### src/core/msd_pkg.sv
// Package with constants and types for the memory space decoder
// Notes on behaviour
// Three address buses decoded independently, same cycle.
// Three concurrent operations per cycle, never serialized.
// Program, local, global, I/O spaces selectable.
// Program address off-chip starts external access.
// Remap bit twelve puts block zero in program.
// Reset clears remap bit; block zero data.
// Boot pin low: on-chip ROM decodes, vector internal.
// Boot pin high: reset vector fetched externally.
// First fetch after reset at address zero.
// Shared enable high: both spaces share RAM word.
// Shared enable low: window external in both.
// Software avoids data writes over shared code.
// Block zero program or data; others data only.
// Direct address is page pointer plus offset.
// Data page zero selects memory-mapped registers.
// Mask, allocation, flag registers zero wait states.
// Software never writes test/emulation area.
// Reserved page-zero locations hold no register.
// 0060h-007Fh selects 32-word scratch RAM.
// Data access strobes data; global range adds global.
// Allocation low byte selects top global window.
// Static pins; one target, on-chip first.
// Reserved reads fixed value; writes ignored.
package msd_pkg;
	localparam int          ADDR_W          = 16;
	localparam int          DATA_W          = 16;
	localparam int          SCR_DEPTH       = 32;
	localparam int          SCR_AW          = 5;
	localparam int          B0_WORDS        = 512;
	localparam int          B0_AW           = 9;
	localparam logic [15:0] VEC_RESET       = 16'h0000;
	localparam logic [15:0] ADR_MASK        = 16'h0004;
	localparam logic [15:0] ADR_ALLOC       = 16'h0005;
	localparam logic [15:0] ADR_FLAGS       = 16'h0006;
	localparam logic [15:0] RSV0_LO         = 16'h0000;
	localparam logic [15:0] RSV0_HI         = 16'h0003;
	localparam logic [15:0] RSV1_LO         = 16'h0023;
	localparam logic [15:0] RSV1_HI         = 16'h0027;
	localparam logic [15:0] TEST_LO         = 16'h002B;
	localparam logic [15:0] TEST_HI         = 16'h002F;
	localparam logic [15:0] SCR_LO          = 16'h0060;
	localparam logic [15:0] PAGE0_HI        = 16'h007F;
	localparam logic [15:0] B0_BASE         = 16'h0200;
	localparam logic [15:0] B1_BASE         = 16'h0300;
	localparam logic [15:0] B1_END          = 16'h04FF;
	localparam logic [15:0] ROM_END         = 16'h1FFF;
	localparam logic [15:0] SH_LO           = 16'h8000;
	localparam logic [15:0] SH_HI           = 16'h87FF;
	localparam logic [15:0] PRG_B0_BASE     = 16'hFE00;
	localparam logic [15:0] RSV_READ_VALUE  = 16'h0000;
	localparam logic [15:0] MASK_RESET      = 16'h0000;
	localparam logic [15:0] ALLOC_RESET     = 16'h0000;
	localparam logic [15:0] FLAGS_RESET     = 16'h0000;
	localparam logic        REMAP_RESET     = 1'b0;
	localparam int          REMAP_BIT       = 12;
	localparam int          DP_W            = 9;
	localparam int          OFS_W           = 7;

	typedef enum logic [1:0] {MSD_SP_PROG, MSD_SP_DATA, MSD_SP_GLOBAL, MSD_SP_IO} msd_space_e;
	typedef enum logic [3:0] {
		MSD_T_NONE, MSD_T_EXT, MSD_T_B0, MSD_T_B1, MSD_T_SCR, MSD_T_SHARED,
		MSD_T_ROM, MSD_T_REG, MSD_T_RSV, MSD_T_TEST
	} msd_target_e;
	typedef enum logic [1:0] {MSD_ST_RESET, MSD_ST_VECTOR, MSD_ST_RUN} msd_state_e;

	typedef struct packed {
		logic       valid;
		logic       write;
		logic [15:0] addr;
	} msd_req_s;

	typedef struct packed {
		msd_target_e target;
		logic        ext;
		logic        global_hit;
		logic [15:0] addr;
	} msd_sel_s;
endpackage

### src/core/msd_decoder.sv
// Memory space decoder for program, data-read and data-write buses
`timescale 1ns/1ps
module msd_decoder
	import msd_pkg::*;
(
	input  wire logic             clock_i,
	input  wire logic             rst_i,
	input  wire logic             boot_source_pin_i,
	input  wire logic             shared_ram_enable_pin_i,
	input  wire msd_req_s         program_address_bus_i,
	input  wire msd_req_s         data_read_address_bus_i,
	input  wire msd_req_s         data_write_address_bus_i,
	input  wire logic             direct_mode_i,
	input  wire logic [OFS_W-1:0] direct_offset_i,
	input  wire logic [15:0]      data_write_bus_i,
	input  wire logic             remap_set_i,
	input  wire logic             remap_clear_i,
	input  wire logic [DP_W-1:0]  data_page_pointer_i,
	input  wire logic             io_space_i,
	output msd_sel_s              prog_sel_o,
	output msd_sel_s              rd_sel_o,
	output msd_sel_s              wr_sel_o,
	output logic                  ext_prog_strobe_n_o,
	output logic                  data_space_strobe_n_o,
	output logic                  global_access_strobe_n_o,
	output logic                  io_space_strobe_n_o,
	output logic [15:0]           reg_read_data_o,
	output logic [15:0]           scratch_read_data_o,
	output logic                  ram_block_remap_bit_o,
	output logic [15:0]           interrupt_mask_o,
	output logic [15:0]           global_window_allocation_o,
	output logic [15:0]           interrupt_flags_o,
	output logic                  first_fetch_o
);
	logic       boot_level;
	logic       shared_level;
	logic       ram_block_remap_bit;
	logic [15:0] interrupt_mask;
	logic [15:0] global_window_allocation;
	logic [15:0] interrupt_flags;
	msd_state_e state;
	msd_state_e next_state;

	// Pins are static straps but still pass a synchroniser before decode
	msd_pin_sync u_boot_sync (
		.clock_i (clock_i),
		.pin_i   (boot_source_pin_i),
		.level_o (boot_level)
	);
	msd_pin_sync u_shared_sync (
		.clock_i (clock_i),
		.pin_i   (shared_ram_enable_pin_i),
		.level_o (shared_level)
	);

	function automatic logic in_rng(input logic [15:0] a, input logic [15:0] lo, input logic [15:0] hi);
		in_rng = (a >= lo) && (a <= hi);
	endfunction

	// Global window: leading ones of the low byte match the top address bits
	function automatic logic global_hit(input logic [15:0] a, input logic [7:0] alloc);
		global_hit = (alloc != 8'h00) && ((a[15:8] & alloc) == alloc);
	endfunction

	// One data target per address; on-chip ranges win over external
	function automatic msd_target_e data_target(input logic [15:0] a, input logic remap, input logic shared);
		if (a <= PAGE0_HI) begin
			if (in_rng(a, SCR_LO, PAGE0_HI))
				data_target = MSD_T_SCR;
			else if (in_rng(a, TEST_LO, TEST_HI))
				data_target = MSD_T_TEST;
			else if (a == ADR_MASK || a == ADR_ALLOC || a == ADR_FLAGS)
				data_target = MSD_T_REG;
			else
				data_target = MSD_T_RSV;
		end else if (in_rng(a, B0_BASE, B1_BASE - 16'h0001))
			data_target = remap ? MSD_T_EXT : MSD_T_B0;
		else if (in_rng(a, B1_BASE, B1_END))
			data_target = MSD_T_B1;
		else if (in_rng(a, SH_LO, SH_HI))
			data_target = shared ? MSD_T_SHARED : MSD_T_EXT;
		else
			data_target = MSD_T_EXT;
	endfunction

	function automatic msd_target_e prog_target(input logic [15:0] a, input logic remap, input logic shared,
		input logic boot);
		if (remap && a >= PRG_B0_BASE)
			prog_target = MSD_T_B0;
		else if (in_rng(a, SH_LO, SH_HI))
			prog_target = shared ? MSD_T_SHARED : MSD_T_EXT;
		else if (!boot && a <= ROM_END)
			prog_target = MSD_T_ROM;
		else
			prog_target = MSD_T_EXT;
	endfunction

	// Direct addressing forms the data address from page pointer and offset
	wire [15:0] direct_addr = {data_page_pointer_i, direct_offset_i};
	wire [15:0] rd_addr     = direct_mode_i ? direct_addr : data_read_address_bus_i.addr;
	wire [15:0] wr_addr     = direct_mode_i ? direct_addr : data_write_address_bus_i.addr;
	// Until the vector fetch is done the program bus is forced to zero
	wire [15:0] pr_addr     = (state == MSD_ST_RUN) ? program_address_bus_i.addr : VEC_RESET;

	wire msd_target_e pr_t = prog_target(pr_addr, ram_block_remap_bit, shared_level, boot_level);
	wire msd_target_e rd_t = data_target(rd_addr, ram_block_remap_bit, shared_level);
	wire msd_target_e wr_t = data_target(wr_addr, ram_block_remap_bit, shared_level);
	wire pr_v = program_address_bus_i.valid || state == MSD_ST_VECTOR;
	wire rd_v = data_read_address_bus_i.valid;
	wire wr_v = data_write_address_bus_i.valid;
	wire rd_glb = global_hit(rd_addr, global_window_allocation[7:0]);
	wire wr_glb = global_hit(wr_addr, global_window_allocation[7:0]);

	// Writes to reserved and test locations store nothing
	wire wr_reg  = wr_v && !io_space_i && wr_t == MSD_T_REG;
	wire wr_scr  = wr_v && !io_space_i && wr_t == MSD_T_SCR;
	wire [15:0] next_reg_read =
		(rd_addr == ADR_MASK)  ? interrupt_mask :
		(rd_addr == ADR_ALLOC) ? global_window_allocation :
		(rd_addr == ADR_FLAGS) ? interrupt_flags : RSV_READ_VALUE;

	// Reset walks through one vector fetch, then hands the bus to the core
	always_comb begin
		case (state)
			MSD_ST_RESET:  next_state = MSD_ST_VECTOR;
			MSD_ST_VECTOR: next_state = MSD_ST_RUN;
			MSD_ST_RUN:    next_state = MSD_ST_RUN;
			default:       next_state = MSD_ST_RESET;
		endcase
	end

	always_ff @(posedge clock_i) begin
		if (rst_i) begin
			state <= MSD_ST_RESET;
			ram_block_remap_bit <= REMAP_RESET;
		end else begin
			state <= next_state;
			if (remap_set_i)
				ram_block_remap_bit <= 1'b1;
			else if (remap_clear_i)
				ram_block_remap_bit <= 1'b0;
		end
	end

	// Registers respond in the same cycle, so they never add wait states
	always_ff @(posedge clock_i) begin
		if (rst_i) begin
			interrupt_mask           <= MASK_RESET;
			global_window_allocation <= ALLOC_RESET;
			interrupt_flags          <= FLAGS_RESET;
		end else if (wr_reg) begin
			if (wr_addr == ADR_MASK)
				interrupt_mask <= data_write_bus_i;
			if (wr_addr == ADR_ALLOC)
				global_window_allocation <= {8'h00, data_write_bus_i[7:0]};
			if (wr_addr == ADR_FLAGS)
				interrupt_flags <= data_write_bus_i;
		end
	end

	msd_scratch_ram u_scratch (
		.clock_i (clock_i),
		.we_i    (wr_scr),
		.waddr_i (wr_addr[SCR_AW-1:0]),
		.wdata_i (data_write_bus_i),
		.raddr_i (rd_addr[SCR_AW-1:0]),
		.rdata_o (scratch_read_data_o)
	);

	// All three buses are decoded and registered side by side every cycle
	always_ff @(posedge clock_i) begin
		if (rst_i) begin
			prog_sel_o               <= '{MSD_T_NONE, 1'b0, 1'b0, 16'h0000};
			rd_sel_o                 <= '{MSD_T_NONE, 1'b0, 1'b0, 16'h0000};
			wr_sel_o                 <= '{MSD_T_NONE, 1'b0, 1'b0, 16'h0000};
			ext_prog_strobe_n_o      <= 1'b1;
			data_space_strobe_n_o    <= 1'b1;
			global_access_strobe_n_o <= 1'b1;
			io_space_strobe_n_o      <= 1'b1;
			reg_read_data_o          <= RSV_READ_VALUE;
			first_fetch_o            <= 1'b0;
		end else begin
			prog_sel_o <= '{pr_v ? pr_t : MSD_T_NONE, pr_v && pr_t == MSD_T_EXT, 1'b0, pr_addr};
			rd_sel_o   <= '{(rd_v && !io_space_i) ? rd_t : MSD_T_NONE,
				rd_v && !io_space_i && rd_t == MSD_T_EXT, rd_v && rd_glb, rd_addr};
			wr_sel_o   <= '{(wr_v && !io_space_i) ? wr_t : MSD_T_NONE,
				wr_v && !io_space_i && wr_t == MSD_T_EXT, wr_v && wr_glb, wr_addr};
			ext_prog_strobe_n_o      <= !(pr_v && pr_t == MSD_T_EXT);
			data_space_strobe_n_o    <= !((rd_v || wr_v) && !io_space_i);
			global_access_strobe_n_o <= !(!io_space_i && ((rd_v && rd_glb) || (wr_v && wr_glb)));
			io_space_strobe_n_o      <= !((rd_v || wr_v) && io_space_i);
			reg_read_data_o          <= next_reg_read;
			first_fetch_o            <= state == MSD_ST_VECTOR;
		end
	end

	assign ram_block_remap_bit_o      = ram_block_remap_bit;
	assign interrupt_mask_o           = interrupt_mask;
	assign global_window_allocation_o = global_window_allocation;
	assign interrupt_flags_o          = interrupt_flags;

	property p_remap_reset;
		@(posedge clock_i) rst_i |=> !ram_block_remap_bit;
	endproperty
	a_remap_reset: assert property (p_remap_reset) else $error("remap bit not cleared by reset");

	property p_vector_zero;
		@(posedge clock_i) disable iff (rst_i) first_fetch_o |-> prog_sel_o.addr == VEC_RESET;
	endproperty
	a_vector_zero: assert property (p_vector_zero) else $error("first fetch not at zero");

	property p_boot_ext;
		@(posedge clock_i) disable iff (rst_i) (state == MSD_ST_VECTOR && boot_level) |=> !ext_prog_strobe_n_o;
	endproperty
	a_boot_ext: assert property (p_boot_ext) else $error("microprocessor vector fetch not external");

	property p_boot_int;
		@(posedge clock_i) disable iff (rst_i)
			(state == MSD_ST_VECTOR && !boot_level && !ram_block_remap_bit) |=> prog_sel_o.target == MSD_T_ROM;
	endproperty
	a_boot_int: assert property (p_boot_int) else $error("microcomputer vector fetch not on chip");

	property p_page0_scr;
		@(posedge clock_i) disable iff (rst_i)
			(rd_v && !io_space_i && in_rng(rd_addr, SCR_LO, PAGE0_HI)) |=> rd_sel_o.target == MSD_T_SCR;
	endproperty
	a_page0_scr: assert property (p_page0_scr) else $error("scratch window misdecoded");

	property p_ds;
		@(posedge clock_i) disable iff (rst_i) (rd_v && !io_space_i) |=> !data_space_strobe_n_o;
	endproperty
	a_ds: assert property (p_ds) else $error("data strobe missing");

	property p_shared;
		@(posedge clock_i) disable iff (rst_i)
			(rd_v && !io_space_i && in_rng(rd_addr, SH_LO, SH_HI)) |=>
			rd_sel_o.target == ($past(shared_level) ? MSD_T_SHARED : MSD_T_EXT);
	endproperty
	a_shared: assert property (p_shared) else $error("shared window misdecoded");

	property p_rsv_write;
		@(posedge clock_i) disable iff (rst_i)
			(wr_v && wr_t == MSD_T_RSV) |=> $stable(interrupt_mask) && $stable(interrupt_flags);
	endproperty
	a_rsv_write: assert property (p_rsv_write) else $error("reserved write had an effect");

	property p_prog_b0;
		@(posedge clock_i) disable iff (rst_i)
			(pr_v && ram_block_remap_bit && pr_addr >= PRG_B0_BASE) |=> prog_sel_o.target == MSD_T_B0;
	endproperty
	a_prog_b0: assert property (p_prog_b0) else $error("remapped block zero not in program");

	property p_data_b0;
		@(posedge clock_i) disable iff (rst_i)
			(rd_v && !io_space_i && in_rng(rd_addr, B0_BASE, B1_BASE - 16'h0001)) |=>
			rd_sel_o.target == ($past(ram_block_remap_bit) ? MSD_T_EXT : MSD_T_B0);
	endproperty
	a_data_b0: assert property (p_data_b0) else $error("block zero data window misdecoded");

	property p_data_b1;
		@(posedge clock_i) disable iff (rst_i)
			(rd_v && !io_space_i && in_rng(rd_addr, B1_BASE, B1_END)) |=> rd_sel_o.target == MSD_T_B1;
	endproperty
	a_data_b1: assert property (p_data_b1) else $error("block one misdecoded");

	property p_rom_mc;
		@(posedge clock_i) disable iff (rst_i)
			(pr_v && !boot_level && !ram_block_remap_bit && pr_addr <= ROM_END) |=> prog_sel_o.target == MSD_T_ROM;
	endproperty
	a_rom_mc: assert property (p_rom_mc) else $error("on-chip program memory not selected");

	property p_rom_mp;
		@(posedge clock_i) disable iff (rst_i) (pr_v && boot_level) |=> prog_sel_o.target != MSD_T_ROM;
	endproperty
	a_rom_mp: assert property (p_rom_mp) else $error("on-chip program memory used when booting external");

	property p_prog_ext;
		@(posedge clock_i) disable iff (rst_i) (pr_v && pr_t == MSD_T_EXT) |=> !ext_prog_strobe_n_o && prog_sel_o.ext;
	endproperty
	a_prog_ext: assert property (p_prog_ext) else $error("external program access not started");

	property p_shared_prog;
		@(posedge clock_i) disable iff (rst_i)
			(pr_v && in_rng(pr_addr, SH_LO, SH_HI)) |=>
			prog_sel_o.target == ($past(shared_level) ? MSD_T_SHARED : MSD_T_EXT);
	endproperty
	a_shared_prog: assert property (p_shared_prog) else $error("shared program window misdecoded");

	property p_global;
		@(posedge clock_i) disable iff (rst_i)
			(rd_v && !io_space_i && rd_glb) |=> !global_access_strobe_n_o && rd_sel_o.global_hit;
	endproperty
	a_global: assert property (p_global) else $error("global strobe missing");

	property p_io;
		@(posedge clock_i) disable iff (rst_i)
			((rd_v || wr_v) && io_space_i) |=> !io_space_strobe_n_o && data_space_strobe_n_o && global_access_strobe_n_o;
	endproperty
	a_io: assert property (p_io) else $error("I/O access strobes wrong");

	property p_io_regs;
		@(posedge clock_i) disable iff (rst_i)
			(wr_v && io_space_i) |=> $stable(interrupt_mask) && $stable(global_window_allocation) && $stable(interrupt_flags);
	endproperty
	a_io_regs: assert property (p_io_regs) else $error("I/O write changed a data register");

	property p_no_alloc;
		@(posedge clock_i) disable iff (rst_i)
			(rd_v && global_window_allocation[7:0] == 8'h00) |=> !rd_sel_o.global_hit;
	endproperty
	a_no_alloc: assert property (p_no_alloc) else $error("global hit with empty window");

	property p_alloc_high;
		@(posedge clock_i) disable iff (rst_i) global_window_allocation[15:8] == 8'h00;
	endproperty
	a_alloc_high: assert property (p_alloc_high) else $error("allocation high byte not zero");

	property p_mask_write;
		@(posedge clock_i) disable iff (rst_i)
			(wr_v && !io_space_i && wr_addr == ADR_MASK) |=> interrupt_mask == $past(data_write_bus_i);
	endproperty
	a_mask_write: assert property (p_mask_write) else $error("mask write lost");

	property p_alloc_write;
		@(posedge clock_i) disable iff (rst_i) (wr_v && !io_space_i && wr_addr == ADR_ALLOC) |=>
			global_window_allocation == {8'h00, $past(data_write_bus_i[7:0])};
	endproperty
	a_alloc_write: assert property (p_alloc_write) else $error("allocation write lost");

	property p_reg_read;
		@(posedge clock_i) disable iff (rst_i) (rd_addr == ADR_FLAGS) |=> reg_read_data_o == $past(interrupt_flags);
	endproperty
	a_reg_read: assert property (p_reg_read) else $error("flag read wrong");

	property p_rsv_read;
		@(posedge clock_i) disable iff (rst_i)
			(rd_t == MSD_T_RSV || rd_t == MSD_T_TEST) |=> reg_read_data_o == RSV_READ_VALUE;
	endproperty
	a_rsv_read: assert property (p_rsv_read) else $error("reserved read not fixed");

	property p_page0_rsv;
		@(posedge clock_i) disable iff (rst_i)
			(rd_v && !io_space_i && (in_rng(rd_addr, RSV0_LO, RSV0_HI) || in_rng(rd_addr, RSV1_LO, RSV1_HI))) |=>
			rd_sel_o.target == MSD_T_RSV;
	endproperty
	a_page0_rsv: assert property (p_page0_rsv) else $error("reserved location misdecoded");

	property p_direct;
		@(posedge clock_i) disable iff (rst_i)
			direct_mode_i |=> rd_sel_o.addr == $past(direct_addr) && wr_sel_o.addr == $past(direct_addr);
	endproperty
	a_direct: assert property (p_direct) else $error("direct address wrong");

	property p_run_addr;
		@(posedge clock_i) disable iff (rst_i)
			(state == MSD_ST_RUN) |=> prog_sel_o.addr == $past(program_address_bus_i.addr);
	endproperty
	a_run_addr: assert property (p_run_addr) else $error("program address not passed");
endmodule

### src/core/msd_scratch_ram.sv
// Small dual-port memory for the 32-word scratch block
`timescale 1ns/1ps
module msd_scratch_ram
	import msd_pkg::*;
(
	input  wire logic              clock_i,
	input  wire logic              we_i,
	input  wire logic [SCR_AW-1:0] waddr_i,
	input  wire logic [15:0]       wdata_i,
	input  wire logic [SCR_AW-1:0] raddr_i,
	output logic      [15:0]       rdata_o
);
	logic [15:0] mem [SCR_DEPTH];

	// Read and write ports are separate so both data buses use it in one cycle
	always_ff @(posedge clock_i) begin
		if (we_i) begin
			mem[waddr_i] <= wdata_i;
		end
		rdata_o <= mem[raddr_i];
	end
endmodule

### src/core/msd_pin_sync.sv
// Two-stage synchroniser for the static configuration pins
`timescale 1ns/1ps
module msd_pin_sync
	import msd_pkg::*;
(
	input  wire logic clock_i,
	input  wire logic pin_i,
	output logic      level_o
);
	logic stage1;

	// No reset: the strap level must already be settled when reset releases
	always_ff @(posedge clock_i) begin
		stage1  <= pin_i;
		level_o <= stage1;
	end
endmodule

### config.mk
export PLATFORM = sky130hd
export DESIGN_NAME = msd_decoder
export DESIGN_NICKNAME = d
export VERILOG_FILES = /design/src/core/msd_pkg.sv /design/src/core/msd_decoder.sv /design/src/core/msd_scratch_ram.sv /design/src/core/msd_pin_sync.sv
export SDC_FILE = /design/constraint.sdc
export NUM_CORES = 1
export LEC_CHECK = 0
export ABC_AREA = 1
export BUFFER_PORTS_ARGS = -buffer_cell sky130_fd_sc_hd__buf_4
export CORE_MARGIN = 2
export CORE_UTILIZATION = 45
export CTS_CLUSTER_SIZE = 20
export DETAILED_ROUTE_END_ITERATION = 8
export PLACE_DENSITY = 0.66
export RECOVER_POWER = 50
export SYNTH_ARGS = -nofsm -noshare
export SYNTH_HDL_FRONTEND = slang
export SYNTH_SLANG_ARGS = --single-unit
export TNS_END_PERCENT = 50
### constraint.sdc
create_clock -name clock_i -period 2.4 [get_ports clock_i]
set_input_delay 0.12 -clock clock_i [delete_from_list [all_inputs] [get_ports clock_i]]
set_output_delay 0.12 -clock clock_i [all_outputs]
set_load 0.03 [all_outputs]
Word level (Yosys, flattened, before mapping) --
Memory sizes are Yosys's and may differ from the RTL's. A register that Yosys moved wholly into a read port is not among the register bits. Cells that the tools add are included.
Word-level totals: memories kept 1, logic and storage cells 152, flip-flop bits (word level) 134, bits in latches 0, ROM bits 0, memory bits (writable) 512
Cells by class: shift operators 0, $mul 0, multiplexer cells 30, $add $sub $neg 0, bitwise operators 5, eq/ne operators 15, div/mod/pow operators 0, order comparisons 24, reduce and logical (&&, ||, !) cells 50
Memories:
- u_scratch.mem | depth 32, bits a word 16, rd ports 1, clocked after memory_dff 1, write ports 1, RTL line msd_scratch_ram.sv:13 | logic [15:0] mem [SCR_DEPTH];
Operator list (count):
- == test 16 x 3 -> 1 bit, second input constant | 6
- 2-to-1 mux 16 bit | 6
- greater-or-equal comparator 16 x 10 -> 1 bit, second input constant | 4
- greater-or-equal comparator 16 bit, second input constant | 4
- less-or-equal comparator 16 bit, second input constant | 3
- greater-or-equal comparator 16 x 6 -> 1 bit, second input constant | 2
- greater-or-equal comparator 16 x 7 -> 1 bit, second input constant | 2
- less-or-equal comparator 16 x 10 -> 1 bit, second input constant | 2
- less-or-equal comparator 16 x 11 -> 1 bit, second input constant | 2
- less-or-equal comparator 16 x 6 -> 1 bit, second input constant | 2
- less-or-equal comparator 16 x 7 -> 1 bit, second input constant | 2
- 2-to-1 mux 4 bit | 8
- 2-to-1 mux 3 bit | 10
- logical AND 1 bit | 27
- AND 8 bit | 2
- == test 8 bit | 2
- less-or-equal comparator 16 x 13 -> 1 bit, second input constant | 1
- == test 4 x 1 -> 1 bit, second input constant | 3
- == test 4 x 3 -> 1 bit, second input constant | 2
- nonzero test 8 bit | 1
- OR reduction 2 bit | 4
- logical OR 1 bit | 7
- zero test 1 bit | 6
- AND reduction 2 bit | 3
- other kinds (8) | 13

Longest topological paths before layout --
depth in word-level cells 12, depth in mapped cells 14, gate-level depth less buffers 13

By module --
From an unflattened synthesis, not the netlist that was laid out.
Second synthesis, totals: cell total of the unflattened synthesis 2606, area, all modules 27013.4 um^2
By module, submodules not included:
- msd_scratch_ram | times used 1, area each 21301.7 um^2, cells each 1794, sequential area each 15695.1 um^2
- msd_decoder | times used 1, area each 5631.7 um^2, cells each 808, sequential area each 2562.5 um^2
- msd_pin_sync | times used 2, area each 40.0 um^2, cells each 2, sequential area each 40.0 um^2

Worst setup path before layout --
OpenSTA, ideal clock, no wires.
path type input to register, from input direct_mode_i, to memory u_scratch.mem[0][0] (enable), data arrival time 2.118 ns, stages 12, library setup time 0.388 ns, slack -0.106 ns, data required time 2.012 ns, path buffers 1, cells stage by stage buf_6 > nand2_1 > nand2_1 > nor2_2 > nand2_1 > nor2_4 > nand2_1 > o21ai_1 > nand2_1 > nor2_4 > nand3_2 > nor2_1
Between the ends: cells in the longest elaborated chain, start to end 12, elaborated cells between the ends (all ways) 32, classes of those cells 10 x order compare; 4 x eq/ne; 10 x mux; 8 x reduce/logical
Ends and longest elaborated chain:
- start, declared | RTL line msd_decoder.sv:13 | input wire logic direct_mode_i,
- 2-to-1 mux 16 bit (*) | RTL line msd_decoder.sv:101 | wire [15:0] wr_addr = direct_mode_i ? direct_addr : data_write_address_bus_i.addr;
- parallel branches: the longest is 11 deep, another holds greater-or-equal comparator 16 bit
- end, declared | RTL line msd_scratch_ram.sv:13
Mark *: on every way between the ends.

Final worst setup path --
from input data_write_address_bus_i[13] (netlist bit), to memory u_scratch.mem[0][11] (enable)
Between the ends: cells in the longest elaborated chain, start to end 12, elaborated cells between the ends (all ways) 32, classes of those cells 10 x order compare; 4 x eq/ne; 10 x mux; 8 x reduce/logical
Ends and longest elaborated chain:
- start, declared | RTL line msd_decoder.sv:12 | input wire msd_req_s data_write_address_bus_i,
- 2-to-1 mux 16 bit (*) | RTL line msd_decoder.sv:101
- parallel branches: the longest is 6 deep, another holds greater-or-equal comparator 16 bit
- 2-to-1 mux 4 bit (*) | RTL line msd_decoder.sv:67 | if (a <= PAGE0_HI) begin
- == test 4 x 3 -> 1 bit (*) | RTL line msd_decoder.sv:116 | wire wr_scr = wr_v && !io_space_i && wr_t == MSD_T_SCR;
- logical AND 1 bit (*) | RTL line msd_decoder.sv:116
- 2-to-1 mux 1 bit (*) | RTL line msd_scratch_ram.sv:17 | if (we_i) begin
- 2-to-1 mux 1 bit (implied by the code) (*) | RTL line msd_scratch_ram.sv:18 | mem[waddr_i] <= wdata_i;
Marks and branches as above.

==> results.toml <==
[route]
viasPerCell = 5.567
drcViolationCount = 0
num_vias = 17680
wl_microns = 73460
initialDrtViolationCount = 1892
dr.pass1.iters = 6
wire_per_inst_microns = 23.14
drtAntennaViolNets = 0

[final_layout]
antenna_cells = 0
fin_cells = 3175
areaGrowthSynthToFinish_pct = 26.41
layout.nets = 2516
finish.utilization_pct = 57.28
seqCellArea_sq_um = 18340
fillCellCount = 4414
multi_input_area_sq_um = 5834
drive_gt1_share_pct = 21.29

[place]
routabilityCongestion = 0.9478
dp_cells = 2987
portBuffers = 232
dp.final_hpwl_microns = 48570

[worst_hold_path]
hold_path_class = "input port to flip-flop"

[clock_tree]
insertion_delay_ns = 0.59
cts_max_level = 3
cts_sinks = 660
cts_buffers = 68
cts_tree = "done"
cts_root_buffer = "clkbuf_16"
clk_path_buf_depth = 3
path_clk_slew_ns = 0.06

[global_routing]
grtUsageTotal_pct = 25.23
grt_max_degree = 59
grt_pass1_vias = 17820
antenna_found_initial = 1
grt.overflow.total = 0
grt_pass1_wl_microns = 106800

[yosys]
ys_seq_area_share_pct = 73.74
synth_top_area_share_pct = 61.83
postSynthCellCount = 1951
yosys.area.top_type = "edfxtp_1"
synth_edf_count = 512
post-synth-top-count-cell = "edfxtp_1"
syn_area_sq_um = 24870
synth_top_flop_cell = "edfxtp_1"
ys_warn_count = 0
yosys-top-cells-count = "512 x edfxtp_1, 470 x nand2_1, 256 x a22oi_1"
synthArstFlopShare_pct = 0
synth.avg_cell_area_sq_um = 12.75
synth_cell_types = 41
yosys-top-cells-area = "edfxtp_1 62%, dfxtp_1 12%, a22oi_1 7.7%"
ys_ff_latch = 660

[worst_setup_path]
endpoint_kind = "flip-flop"
start_kind = "input port"
cp_data_required_time_ns = 2.69
path_max_fanout = 16
critical-path-max-stage-delay_ns = 0.55
r2r_slack_ns = 0.42
crit_arrival_ns = 2.54
crit_path_cell_trace = "dlygate4sd3_1, buf_4, nand2_2, nand2_1, nor2_2, nand2_2, nor2_4, nand2_1, o21ai_1, nand2_1, nor2_4, nand3_2, buf_12, nor2_1, buf_4"
critical_path_buf_inv_count = 4
cpMaxStageDelayCell = "dlygate4sd3_1"
cp_top_family = "buffers and inverters"
crit_top_cell = "nand2_1"
crit_type = "input port to flip-flop"

[sta]
hold_viol_final = 0
fin_skew_ns = 0.01695
setup_violations = 0
tightest_slew_ns = 2.208
fmax_mhz = 444.2
hold_slack_ns = 0.01380
rsz0062_at_grt = "true"
layout_min_cycle_time_ns = 2.251
final_max_slew_viol_count = 568
relSlewSlack_pct = -47.19
fin_crit_sh_pct = 93.80

[floorplanning]
initial_utilization_pct = 45.31
rows = 86
die_h_microns = 239.1
core_area_sq_um = 54880
die_w_microns = 239.1
io_pins = 246
die-area_sq_um = 57160

[power]
pwr_density_cell_nw_per_um2 = 806.8
vdd_drop_max_v = 0.0005030
p_leak_nw = 11.75
total_power_mw = 25.36

[run_status]
violations = "max-capacitance violations, max-slew violations"
status = "complete, but fails checks"

[job]
drv_cap = 16
-- state kept, by name (all words and copies together) (netlist names), 2 cells and up --
signal	cells
global_window_allocation_o	8
interrupt_flags_o	16
interrupt_mask_o	16
prog_sel_o	20
rd_sel_o	22
reg_read_data_o	16
state	2
u_scratch.mem	512
u_scratch.rdata_o	16
wr_sel_o	22
-- path summary, 6_finish.rpt --
path | from | to | cells past startpoint
max | data_write_address_bus_i[13] | u_scratch.mem[0][11] | 15
min | data_page_pointer_i[5] | rd_sel_o[12] | 4
max reg2reg | ram_block_remap_bit_o | u_scratch.mem[0][11] | 9
min reg2reg | u_boot_sync.stage1 | u_boot_sync.level_o | 0
-- metal layers --
layer	vias up	wire length (microns)	track usage [%]
met3	170	5867	4.446
met4	2	2997	11.42
met1	8643	29020	32.32
li1	7998	-	-
met2	863	35560	42.06
met5	-	13	0
-- tightest hold or removal path, cell delays in order --
cell and delay [ns]:
buf_4 0.12, nand2_1 0.10, buf_4 0.12, a21oi_1 0.08
-- what timing repair did --
| item | CTS | global route |
|---|---|---|
| gates resized for setup | 0 | 71 |
| endpoints found under the hold margin | 66 | 1 |
| endpoints found under the setup margin | 0 | 512 |
| hold buffers | 53 | 1 |
| setup buffers | 0 | 1 |
-- per-stage QoR --
stage	worst slack (ns)	TNS [ns]	area, sq um
detailed placement	-0.2345	-84.84	28690
global route	-0.01172	-0.1617	31430
CTS	0.05492	0	31410
floorplan	-0.1064	-54.50	24900
finish	0.1489	0	31430
global placement	-0.1889	-35.39	28690
-- placed cells by master (no fill, tap or decap), drive strengths merged --
| master | synthesis | routed |
|---|---|---|
| a221oi | 1 | 1 |
| o21ai | 26 | 26 |
| dlygate4sd3 | 0 | 54 |
| inv | 70 | 72 |
| conb | 1 | 10 |
| a21boi | 1 | 1 |
| bufinv | 0 | 7 |
| o22ai | 2 | 2 |
| nor3 | 27 | 27 |
| buf | 81 | 371 |
| clkinvlp | 0 | 4 |
| nand3 | 35 | 35 |
| o21a | 1 | 1 |
| dfxtp | 148 | 148 |
| o211a | 1 | 1 |
| a22oi | 256 | 256 |
| edfxtp | 512 | 512 |
| or2 | 1 | 1 |
| nand2 | 480 | 480 |
| nor2 | 144 | 144 |
| nor4 | 4 | 4 |
| clkbuf | 23 | 154 |
| nor3b | 1 | 1 |
| o2111ai | 2 | 2 |
| a21oi | 100 | 100 |
| clkinv | 2 | 25 |
| nand4 | 24 | 24 |
| o211ai | 4 | 4 |
| ha | 3 | 3 |
| nand3b | 1 | 1 |
-- area by class of cell --
| cell class | count | share of cell area, % |
|---|---|---|
| tap | 704 | 2.802 |
| clock buffer | 86 | 5.831 |
| sequential | 660 | 58.34 |
| timing repair buffer | 493 | 12.47 |
| multi-input combinational | 1124 | 18.56 |
| inverter | 72 | 0.8677 |
| clock inverter | 36 | 1.130 |
-- cell families after synthesis --
| group | count (synthesis) | synth area share (%) |
|---|---|---|
| flip-flops | 660 | 73.74 |
| AO/OA/AOI/OAI | 394 | 10.72 |
| adder cells (fa/ha/maj) | 3 | 0.1510 |
| other | 1 | 0.01508 |
| buffers and inverters | 176 | 3.316 |
| AND/OR/NAND/NOR | 717 | 12.06 |
-- report_power, final --
group / internal (mW) / leakage, nW / switching [mW]
Clock: 6.16 / 1.05 / 4.29
Sequential: 12.4 / 5.81 / 0.0517
Combinational: 0.818 / 4.88 / 1.60
Total: 19.4 / 11.7 / 5.95
No activity file was read; power rests on OpenSTA's default activity.
